<file path="src/core/pgu_regs.vh">
// Field positions, exception vectors and sizes of the page translation unit
//----------------------------------------------------------------------
// Operation
//----------------------------------------------------------------------
`ifndef PGU_REGS_VH
`define PGU_REGS_VH

//----------------------------------------------------------------------
// Entry fields
//----------------------------------------------------------------------
`define ENT_P       0
`define ENT_RW      1
`define ENT_US      2
`define ENT_A       5
`define ENT_D       6

//----------------------------------------------------------------------
// Error code fields and vectors
//----------------------------------------------------------------------
`define EC_P        0
`define EC_WR       1
`define EC_US       2
`define VEC_PF      8'h0E
`define VEC_GP      8'h0D

//----------------------------------------------------------------------
// Sizes
//----------------------------------------------------------------------
`define TLB_N       32
`define TLB_IW      5
`define V86_TOP     20

`endif

</file>
<file path="src/core/v86_addr_form.v">
// Linear address former for protected and virtual-8086 addressing
`timescale 1ns/1ns
`include "pgu_regs.vh"
module v86_addr_form (
    input  wire        v86_i,
    input  wire [15:0] seg_i,
    input  wire [31:0] off_i,
    output wire [31:0] lin_o,
    output wire        over_o
);
    wire [32:0] sum;

    //------------------------------------------------------------------
    // Segment base is paragraph aligned
    //------------------------------------------------------------------
    assign sum    = {13'h0000, seg_i, 4'h0} + {1'b0, off_i};
    assign lin_o  = v86_i ? sum[31:0] : off_i;
    assign over_o = v86_i && (sum[32:`V86_TOP] != 13'h0000);
endmodule // v86_addr_form

</file>
<file path="src/core/paging_translation_unit.v">
// Page translation unit: cache lookup, table walk, faults
`timescale 1ns/1ns
`include "pgu_regs.vh"
module paging_translation_unit (
    input  wire        mclk_i,
    input  wire        rst_b_i,
    input  wire        paging_en_i,
    input  wire        dir_base_wr_i,
    input  wire        task_switch_i,
    input  wire [31:0] dir_base_i,
    output reg  [31:0] dir_base_o,
    input  wire        req_valid_i,
    output wire        req_ready_o,
    input  wire        req_v86_i,
    input  wire [15:0] req_seg_i,
    input  wire [31:0] req_off_i,
    input  wire        req_write_i,
    input  wire        req_user_i,
    input  wire        req_sys_i,
    input  wire [31:0] req_ip_i,
    output reg         done_o,
    output reg  [23:0] phys_o,
    output reg         fault_o,
    output reg  [7:0]  fault_vec_o,
    output reg  [15:0] err_code_o,
    output reg  [31:0] fault_addr_o,
    output reg  [31:0] saved_ip_o,
    output reg         mem_req_o,
    output reg         mem_write_o,
    output reg         mem_lock_o,
    output reg  [23:0] mem_addr_o,
    output reg  [31:0] mem_wdata_o,
    input  wire        mem_ack_i,
    input  wire [31:0] mem_rdata_i
);
    //------------------------------------------------------------------
    // States
    //------------------------------------------------------------------
    localparam [2:0] S_IDLE   = 3'h0;
    localparam [2:0] S_LOOK   = 3'h1;
    localparam [2:0] S_PDE_RD = 3'h2;
    localparam [2:0] S_PDE_WR = 3'h3;
    localparam [2:0] S_PTE_RD = 3'h4;
    localparam [2:0] S_PTE_WR = 3'h5;

    //------------------------------------------------------------------
    // First set bit of a 32-bit vector
    //------------------------------------------------------------------
    function [`TLB_IW-1:0] first_set;
        input [`TLB_N-1:0] v;
        integer k;
        begin
            first_set = {`TLB_IW{1'b0}};
            for (k = `TLB_N - 1; k >= 0; k = k - 1)
                if (v[k])
                    first_set = k[`TLB_IW-1:0];
        end
    endfunction

    reg  [2:0]          state_q;
    reg  [31:0]         lin_q;
    reg                 over_q;
    reg                 write_q;
    reg                 user_q;
    reg                 v86_q;
    reg  [31:0]         ip_q;
    reg  [31:0]         pde_q;
    reg  [31:0]         pte_q;
    reg  [`TLB_N-1:0]   valid_q;
    reg  [19:0]         vpn_q   [0:`TLB_N-1];
    reg  [11:0]         frame_q [0:`TLB_N-1];
    reg  [`TLB_N-1:0]   us_q;
    reg  [`TLB_N-1:0]   rw_q;
    reg  [`TLB_N-1:0]   dirty_q;
    reg  [`TLB_IW-1:0]  rr_q;
    reg                 install;
    wire [31:0]         lin_w;
    wire                over_w;
    wire [`TLB_N-1:0]   hit_vec;
    wire                hit;
    wire [`TLB_IW-1:0]  hit_idx;
    wire [`TLB_IW-1:0]  victim;
    wire [`TLB_IW-1:0]  inst_idx;
    wire                flush;
    wire                eff_us;
    wire                eff_rw;
    wire                prot_bad;
    wire                hit_bad;
    wire [31:0]         pte_upd;
    wire [31:0]         pde_rd_addr;
    wire [31:0]         pte_rd_addr;
    wire [31:0]         pte_cur;

    //------------------------------------------------------------------
    // Address forming
    //------------------------------------------------------------------
    v86_addr_form u_form (
        .v86_i  (req_v86_i),
        .seg_i  (req_seg_i),
        .off_i  (req_off_i),
        .lin_o  (lin_w),
        .over_o (over_w)
    );

    assign req_ready_o = (state_q == S_IDLE);
    assign flush       = dir_base_wr_i | task_switch_i;

    //------------------------------------------------------------------
    // Cache lookup
    //------------------------------------------------------------------
    genvar g;
    generate
        for (g = 0; g < `TLB_N; g = g + 1)
        begin : g_cmp
            assign hit_vec[g] = valid_q[g] &&
                                (vpn_q[g] == lin_q[31:12]);
        end
    endgenerate

    assign hit     = |hit_vec;
    assign hit_idx = first_set(hit_vec);
    // Empty slot first, else round robin, so refills stay predictable
    assign victim   = (&valid_q) ? rr_q : first_set(~valid_q);
    assign inst_idx = hit ? hit_idx : victim;
    // A hit that needs the dirty flag set is refetched through the walk
    assign hit_bad  = user_q && (!us_q[hit_idx] ||
                      (write_q && !rw_q[hit_idx]));

    //------------------------------------------------------------------
    // Walk helpers
    //------------------------------------------------------------------
    assign pde_rd_addr = {dir_base_o[31:12], lin_q[31:22], 2'b00};
    assign pte_rd_addr = {pde_q[31:12], lin_q[21:12], 2'b00};
    assign eff_us   = pde_q[`ENT_US] & mem_rdata_i[`ENT_US];
    assign eff_rw   = pde_q[`ENT_RW] & mem_rdata_i[`ENT_RW];
    assign prot_bad = user_q && (!eff_us || (write_q && !eff_rw));
    assign pte_upd  = mem_rdata_i | (32'h1 << `ENT_A) |
                      ((write_q ? 32'h1 : 32'h0) << `ENT_D);
    // An install on the table read itself has no registered entry yet
    assign pte_cur  = (state_q == S_PTE_RD) ? pte_upd : pte_q;

    //------------------------------------------------------------------
    // Translation cache store
    //------------------------------------------------------------------
    // A flush in the same cycle as an install wins: the walk was made
    // against the old directory and must not survive the reload.
    always @(posedge mclk_i or negedge rst_b_i)
    begin
        if (!rst_b_i)
        begin
            valid_q <= {`TLB_N{1'b0}};
            us_q    <= {`TLB_N{1'b0}};
            rw_q    <= {`TLB_N{1'b0}};
            dirty_q <= {`TLB_N{1'b0}};
            rr_q    <= {`TLB_IW{1'b0}};
        end
        else if (flush)
        begin
            valid_q <= {`TLB_N{1'b0}};
        end
        else if (install)
        begin
            valid_q[inst_idx] <= 1'b1;
            us_q[inst_idx]    <= pde_q[`ENT_US] & pte_cur[`ENT_US];
            rw_q[inst_idx]    <= pde_q[`ENT_RW] & pte_cur[`ENT_RW];
            dirty_q[inst_idx] <= pte_cur[`ENT_D];
            if (!hit && (&valid_q))
                rr_q <= rr_q + 5'h01;
        end
    end

    always @(posedge mclk_i)
    begin
        if (install && !flush)
        begin
            vpn_q[inst_idx]   <= lin_q[31:12];
            frame_q[inst_idx] <= pte_cur[23:12];
        end
    end

    //------------------------------------------------------------------
    // Install strobe
    //------------------------------------------------------------------
    always @*
    begin
        install = 1'b0;
        if (state_q == S_PTE_RD && mem_ack_i && mem_rdata_i[`ENT_P] &&
            !prot_bad && mem_rdata_i[`ENT_A] &&
            !(write_q && !mem_rdata_i[`ENT_D]))
            install = 1'b1;
        if (state_q == S_PTE_WR && mem_ack_i)
            install = 1'b1;
    end

    //------------------------------------------------------------------
    // Control and walk
    //------------------------------------------------------------------
    always @(posedge mclk_i or negedge rst_b_i)
    begin
        if (!rst_b_i)
        begin
            state_q      <= S_IDLE;
            lin_q        <= 32'h00000000;
            over_q       <= 1'b0;
            write_q      <= 1'b0;
            user_q       <= 1'b0;
            v86_q        <= 1'b0;
            ip_q         <= 32'h00000000;
            pde_q        <= 32'h00000000;
            pte_q        <= 32'h00000000;
            dir_base_o   <= 32'h00000000;
            done_o       <= 1'b0;
            phys_o       <= 24'h000000;
            fault_o      <= 1'b0;
            fault_vec_o  <= 8'h00;
            err_code_o   <= 16'h0000;
            fault_addr_o <= 32'h00000000;
            saved_ip_o   <= 32'h00000000;
            mem_req_o    <= 1'b0;
            mem_write_o  <= 1'b0;
            mem_lock_o   <= 1'b0;
            mem_addr_o   <= 24'h000000;
            mem_wdata_o  <= 32'h00000000;
        end
        else
        begin
            done_o  <= 1'b0;
            fault_o <= 1'b0;
            if (flush)
                dir_base_o <= {dir_base_i[31:12], 12'h000};
            case (state_q)
                S_IDLE:
                begin
                    if (req_valid_i)
                    begin
                        lin_q   <= lin_w;
                        over_q  <= over_w;
                        write_q <= req_write_i;
                        // Virtual-8086 code runs at user level unless req_sys_i marks a system access
                        user_q  <= (req_user_i | req_v86_i) &
                                   !req_sys_i;
                        v86_q   <= req_v86_i;
                        ip_q    <= req_ip_i;
                        state_q <= S_LOOK;
                    end
                end
                S_LOOK:
                begin
                    if (over_q)
                    begin
                        fault_o     <= 1'b1;
                        fault_vec_o <= `VEC_GP;
                        saved_ip_o  <= ip_q;
                        state_q     <= S_IDLE;
                    end
                    else if (!paging_en_i)
                    begin
                        phys_o  <= lin_q[23:0];
                        done_o  <= 1'b1;
                        state_q <= S_IDLE;
                    end
                    else if (hit && hit_bad)
                    begin
                        fault_o      <= 1'b1;
                        fault_vec_o  <= `VEC_PF;
                        err_code_o   <= {13'h0000, user_q, write_q,
                                         1'b1};
                        fault_addr_o <= lin_q;
                        saved_ip_o   <= ip_q;
                        state_q      <= S_IDLE;
                    end
                    else if (hit && !(write_q && !dirty_q[hit_idx]))
                    begin
                        phys_o  <= {frame_q[hit_idx], lin_q[11:0]};
                        done_o  <= 1'b1;
                        state_q <= S_IDLE;
                    end
                    else
                    begin
                        mem_req_o   <= 1'b1;
                        mem_write_o <= 1'b0;
                        mem_lock_o  <= 1'b1;
                        mem_addr_o  <= pde_rd_addr[23:0];
                        state_q     <= S_PDE_RD;
                    end
                end
                S_PDE_RD:
                begin
                    if (mem_ack_i)
                    begin
                        pde_q <= mem_rdata_i;
                        if (!mem_rdata_i[`ENT_P])
                        begin
                            mem_req_o    <= 1'b0;
                            mem_lock_o   <= 1'b0;
                            fault_o      <= 1'b1;
                            fault_vec_o  <= `VEC_PF;
                            err_code_o   <= {13'h0000, user_q, write_q,
                                             1'b0};
                            fault_addr_o <= lin_q;
                            saved_ip_o   <= ip_q;
                            state_q      <= S_IDLE;
                        end
                        else if (!mem_rdata_i[`ENT_A])
                        begin
                            mem_write_o <= 1'b1;
                            mem_wdata_o <= mem_rdata_i |
                                           (32'h1 << `ENT_A);
                            state_q     <= S_PDE_WR;
                        end
                        else
                        begin
                            mem_addr_o <= {mem_rdata_i[23:12],
                                           lin_q[21:12], 2'b00};
                            state_q    <= S_PTE_RD;
                        end
                    end
                end
                S_PDE_WR:
                begin
                    if (mem_ack_i)
                    begin
                        mem_write_o <= 1'b0;
                        mem_addr_o  <= pte_rd_addr[23:0];
                        state_q     <= S_PTE_RD;
                    end
                end
                S_PTE_RD:
                begin
                    if (mem_ack_i)
                    begin
                        pte_q <= pte_upd;
                        if (!mem_rdata_i[`ENT_P] || prot_bad)
                        begin
                            mem_req_o    <= 1'b0;
                            mem_lock_o   <= 1'b0;
                            fault_o      <= 1'b1;
                            fault_vec_o  <= `VEC_PF;
                            err_code_o   <= {13'h0000, user_q, write_q,
                                             mem_rdata_i[`ENT_P]};
                            fault_addr_o <= lin_q;
                            saved_ip_o   <= ip_q;
                            state_q      <= S_IDLE;
                        end
                        else if (!install)
                        begin
                            mem_write_o <= 1'b1;
                            mem_wdata_o <= pte_upd;
                            state_q     <= S_PTE_WR;
                        end
                        else
                        begin
                            mem_req_o  <= 1'b0;
                            mem_lock_o <= 1'b0;
                            phys_o     <= {mem_rdata_i[23:12],
                                           lin_q[11:0]};
                            done_o     <= 1'b1;
                            state_q    <= S_IDLE;
                        end
                    end
                end
                S_PTE_WR:
                begin
                    if (mem_ack_i)
                    begin
                        mem_req_o   <= 1'b0;
                        mem_write_o <= 1'b0;
                        mem_lock_o  <= 1'b0;
                        phys_o      <= {pte_q[23:12], lin_q[11:0]};
                        done_o      <= 1'b1;
                        state_q     <= S_IDLE;
                    end
                end
                default:
                begin
                    mem_req_o  <= 1'b0;
                    mem_lock_o <= 1'b0;
                    state_q    <= S_IDLE;
                end
            endcase
        end
    end
endmodule // paging_translation_unit

</file>
<file path="config.mk">
export PLATFORM = sky130hd
export DESIGN_NAME = paging_translation_unit
export DESIGN_NICKNAME = d
export VERILOG_FILES = /design/src/core/v86_addr_form.v /design/src/core/paging_translation_unit.v
export VERILOG_INCLUDE_DIRS = /design/src /design/src/core
export SDC_FILE = /design/constraint.sdc
export NUM_CORES = 2
export LEC_CHECK = 0
export ABC_AREA = 0
export BUFFER_PORTS_ARGS = -buffer_cell sky130_fd_sc_hd__buf_2
export CORE_MARGIN = 1.5
export CORE_UTILIZATION = 35
export DETAILED_ROUTE_END_ITERATION = 16
export SYNTH_ARGS = -nofsm -noshare
export SYNTH_HDL_FRONTEND = slang
export SYNTH_SLANG_ARGS = --single-unit
</file>
<file path="constraint.sdc">
create_clock -name mclk_i -period 6.89 [get_ports mclk_i]
set_input_delay 1.378 -clock mclk_i [delete_from_list [all_inputs] [get_ports mclk_i]]
set_output_delay 1.378 -clock mclk_i [all_outputs]
set_load 0.02 [all_outputs]
</file>
==> metrics.txt <==
status complete, no violations; Post-Place Cells 7802; layout overhead on the synthesized area 16.3%; asr flop ratio synth 0.283; Filler cells 17200; Sw Share 0.353; Post-DP HPWL about 120000 µm; Worst-Margin Slew between 1 and 1.5 ns; prevailing post-synth register cell edfxtp_1; net switching power 10200 µW; Slew Limit Fails 0; Finished Layout Cells around 8100; CTS tree done; critical path required time 7.54 ns; total CTS buffers 151; nets 5648; I/O Buffers 317; via/cell ratio about 5.4; Setup crit start kind register; #FFs+latches synth between 1000 and 1500; Yosys Warn Count 0; Synth Instances roughly 5100; vias in the first global route 42500; register area 40900 µm²; Clock Power Share 0.282; RR Startpoint lin_q[26]; # resized after CTS 0; Hold-fix buffers, CTS 0; Die ar. around 190000 µm²; Max FO, Critical Path 34; internal power between 15000 and 20000 µW; Final period util 0.941; Synth cell types 96; Final Hold Viols 0; Fmax achieved about 150 MHz; minimum clock period between 6 and 7 ns; Clock Skews roughly 0.044 ns; Die Height between 400 and 500 µm; Cell Area, Synth between 60000 and 70000 µm²; Core Area around 190000 µm²; total negative slack 0 ns; Final setup viols 0; top sig layer met5; DR DRC count 0; DRT iter0 DRCs between 3000 and 4000; Final WS setup 0.408 ns; metal1 wirelength slightly above 80000 µm; Slew HR 0.125; Logic pwr share 0.303; VDD IR max roughly 0.26 mV; most frequent cells in the layout edfxtp_1, nand2_1, xnor2_1, dfrtp_1, buf_2; Overall Global Routing Usage 0.196; critical path class register to register; Pre-antenna DRT Iters 8; share of power burned in registers 0.415; total gr overflow 0; area occupied by multi-input gates between 20000 and 25000 µm²; commonest non-fill, non-tap cell in the layout edfxtp_1; Max Buffers Root-to-Sink 3; first-pass GRT wire length ~280000 µm; DR WL/cell 23.5 µm; hold_sp mem_wdata_o[5]; post-CTS setup buffers 0; Num Clock Sinks 1428; I/O Pins ~360; Max-Cap Viols 0; number of H-tree levels 4; CP Launch Point lin_q[26]; layout cells sized above 1 0.199; worst-skew pair later-pin latency 0.80 ns; post-place setup slack roughly 0.56 ns; syn avg cell area 12.9 µm²; met3 WL post-DR 10600 µm; leakage power 0.0282 µW; CTS root buffer clkbuf_16; # rows 158; drt total wl approximately 190000 µm; post-route ant nets 0; register area share after synthesis 0.624; clock-pin slew on the worst setup and hold paths approximately 0.06 ns; largest net degree at the start of global routing 161; Hold WC Path Type register to register; initial core utilization 0.353; RSZ-0062 raised after global routing false; met2 routed WL 90100 µm; Placer Congestion 0.878; initial antenna violation count 10; Die X between 400 and 500 µm; crit end category register; EDFF count, synth slightly above 1000; Pwr Density 379 nW/µm²; Crit path arrival time approximately 7 ns; vias between 40000 and 50000
[stage by stage]
stage           util  cell area, µm²  total power (µW)  hold WS, ns
6_report       0.410           76100             28900        0.465
5_1_grt        0.410           76100             30100        0.484
4_1_cts        0.410           76100             29000        0.463
3_5_place_dp   0.383           71100             20900        0.448
3_3_place_gp   0.383           71100             20700        0.448
2_1_floorplan      -           65600             17400        0.441
[cell usage after synthesis, drive strengths merged, types with 15 or more instances]
cell,instances,area share
a21oi,92,0.0070
nand2,524,0.030
or4,26,0.0030
nor2,120,0.0071
and3,45,0.0043
clkbuf,149,0.0085
nand2b,29,0.0028
inv,41,0.0024
nor4b,22,0.0029
a21o,21,0.0024
a31oi,56,0.0054
and2,15,0.0014
a211oi,32,0.0037
o211ai,33,0.0039
or2,23,0.0022
o21ai,168,0.013
mux2i,122,0.019
mux2,286,0.050
xnor2,463,0.062
xor2,205,0.027
a21boi,16,0.0018
ha,17,0.0032
nand4b,48,0.0064
nor3,77,0.0060
nor3b,20,0.0024
a221oi,30,0.0045
nor2b,27,0.0026
nand4,258,0.025
nand3,261,0.020
edfxtp,1024,0.47
buf,180,0.016
nor4,88,0.0085
dfrtp,404,0.15
[path summary, 6_finish.rpt]
kind                                          to  slack, ns  depth (start not counted)
worst min register to register    mem_wdata_o[5]       0.46                          1
worst max-delay path            fault_addr_o[11]       0.41                         17
worst max register to register  fault_addr_o[11]       0.41                         17
min in group asynchronous         dir_base_o[12]       0.51                          1
max in group asynchronous               rw_q[16]       4.96                          2
worst min-delay path              mem_wdata_o[5]       0.46                          1
[power by group through the flow]
stage	clock, µW	combinational [µW]	sequential (µW)
4_1_cts	8310	8750	12000
6_report	8140	8740	12000
3_5_place_dp	0	8710	12100
3_3_place_gp	0	8590	12100
5_1_grt	8640	9430	12100
2_1_floorplan	0	5280	12200
[logic make-up after synthesis]
| family | after synthesis | synth area share |
|---|---|---|
| flip-flops | 1428 | 0.624 |
| multiplexers | 408 | 0.0684 |
| other | 1 | 0.0000573 |
| XOR/XNOR | 668 | 0.0895 |
| buffers and inverters | 372 | 0.0273 |
| adder cells (fa/ha/maj) | 18 | 0.00355 |
| AO/OA/AOI/OAI | 553 | 0.0561 |
| AND/OR/NAND/NOR | 1634 | 0.131 |
[critical path, cell delays in order, from the launching register on]
cell and delay [ns]:
dfrtp_4 0.84, xnor2_1 0.22, nand3_1 0.10, nor4_1 0.61, nand2_1 0.21, a221oi_2 0.48
o221ai_2 0.23, a2111oi_4 0.67, or2_2 0.41, buf_4 0.29, buf_4 0.23, nand4b_1 0.13
and4_1 0.22, o21ai_2 0.28, o2111ai_1 0.25, a221oi_4 0.41, buf_12 0.28, mux2_1 0.36
[state kept, by name (all words and copies together), names as in the netlist, 3 cells and up]
register      count
frame_q         384
ip_q             32
lin_q            32
dirty_q          32
mem_wdata_o      32
us_q             32
pte_q            15
valid_q          32
rw_q             32
err_code_o        3
fault_vec_o       3
rr_q              5
dir_base_o       20
state_q           3
saved_ip_o       32
fault_addr_o     32
mem_addr_o       22
pde_q            14
vpn_q           640
phys_o           24
[final cells by class]
cell class / instances / area share
flip-flops and latches: 1428 / 0.538
multi-input cells: 3312 / 0.305
clock buffers: 210 / 0.0554
repair buffers: 539 / 0.0493
well taps: 2480 / 0.0408
clock inverters: 69 / 0.00978
inverters: 43 / 0.00214
diodes: 5 / 0.000164
[metal layers]
metal  vias to the layer above  global-route usage
met2                      1537               0.319
met4                         6              0.0642
li1                      19700                   -
met5                         -                   0
met1                     22400               0.268
met3                       312              0.0287
No activity file was read; power rests on OpenSTA's default activity.
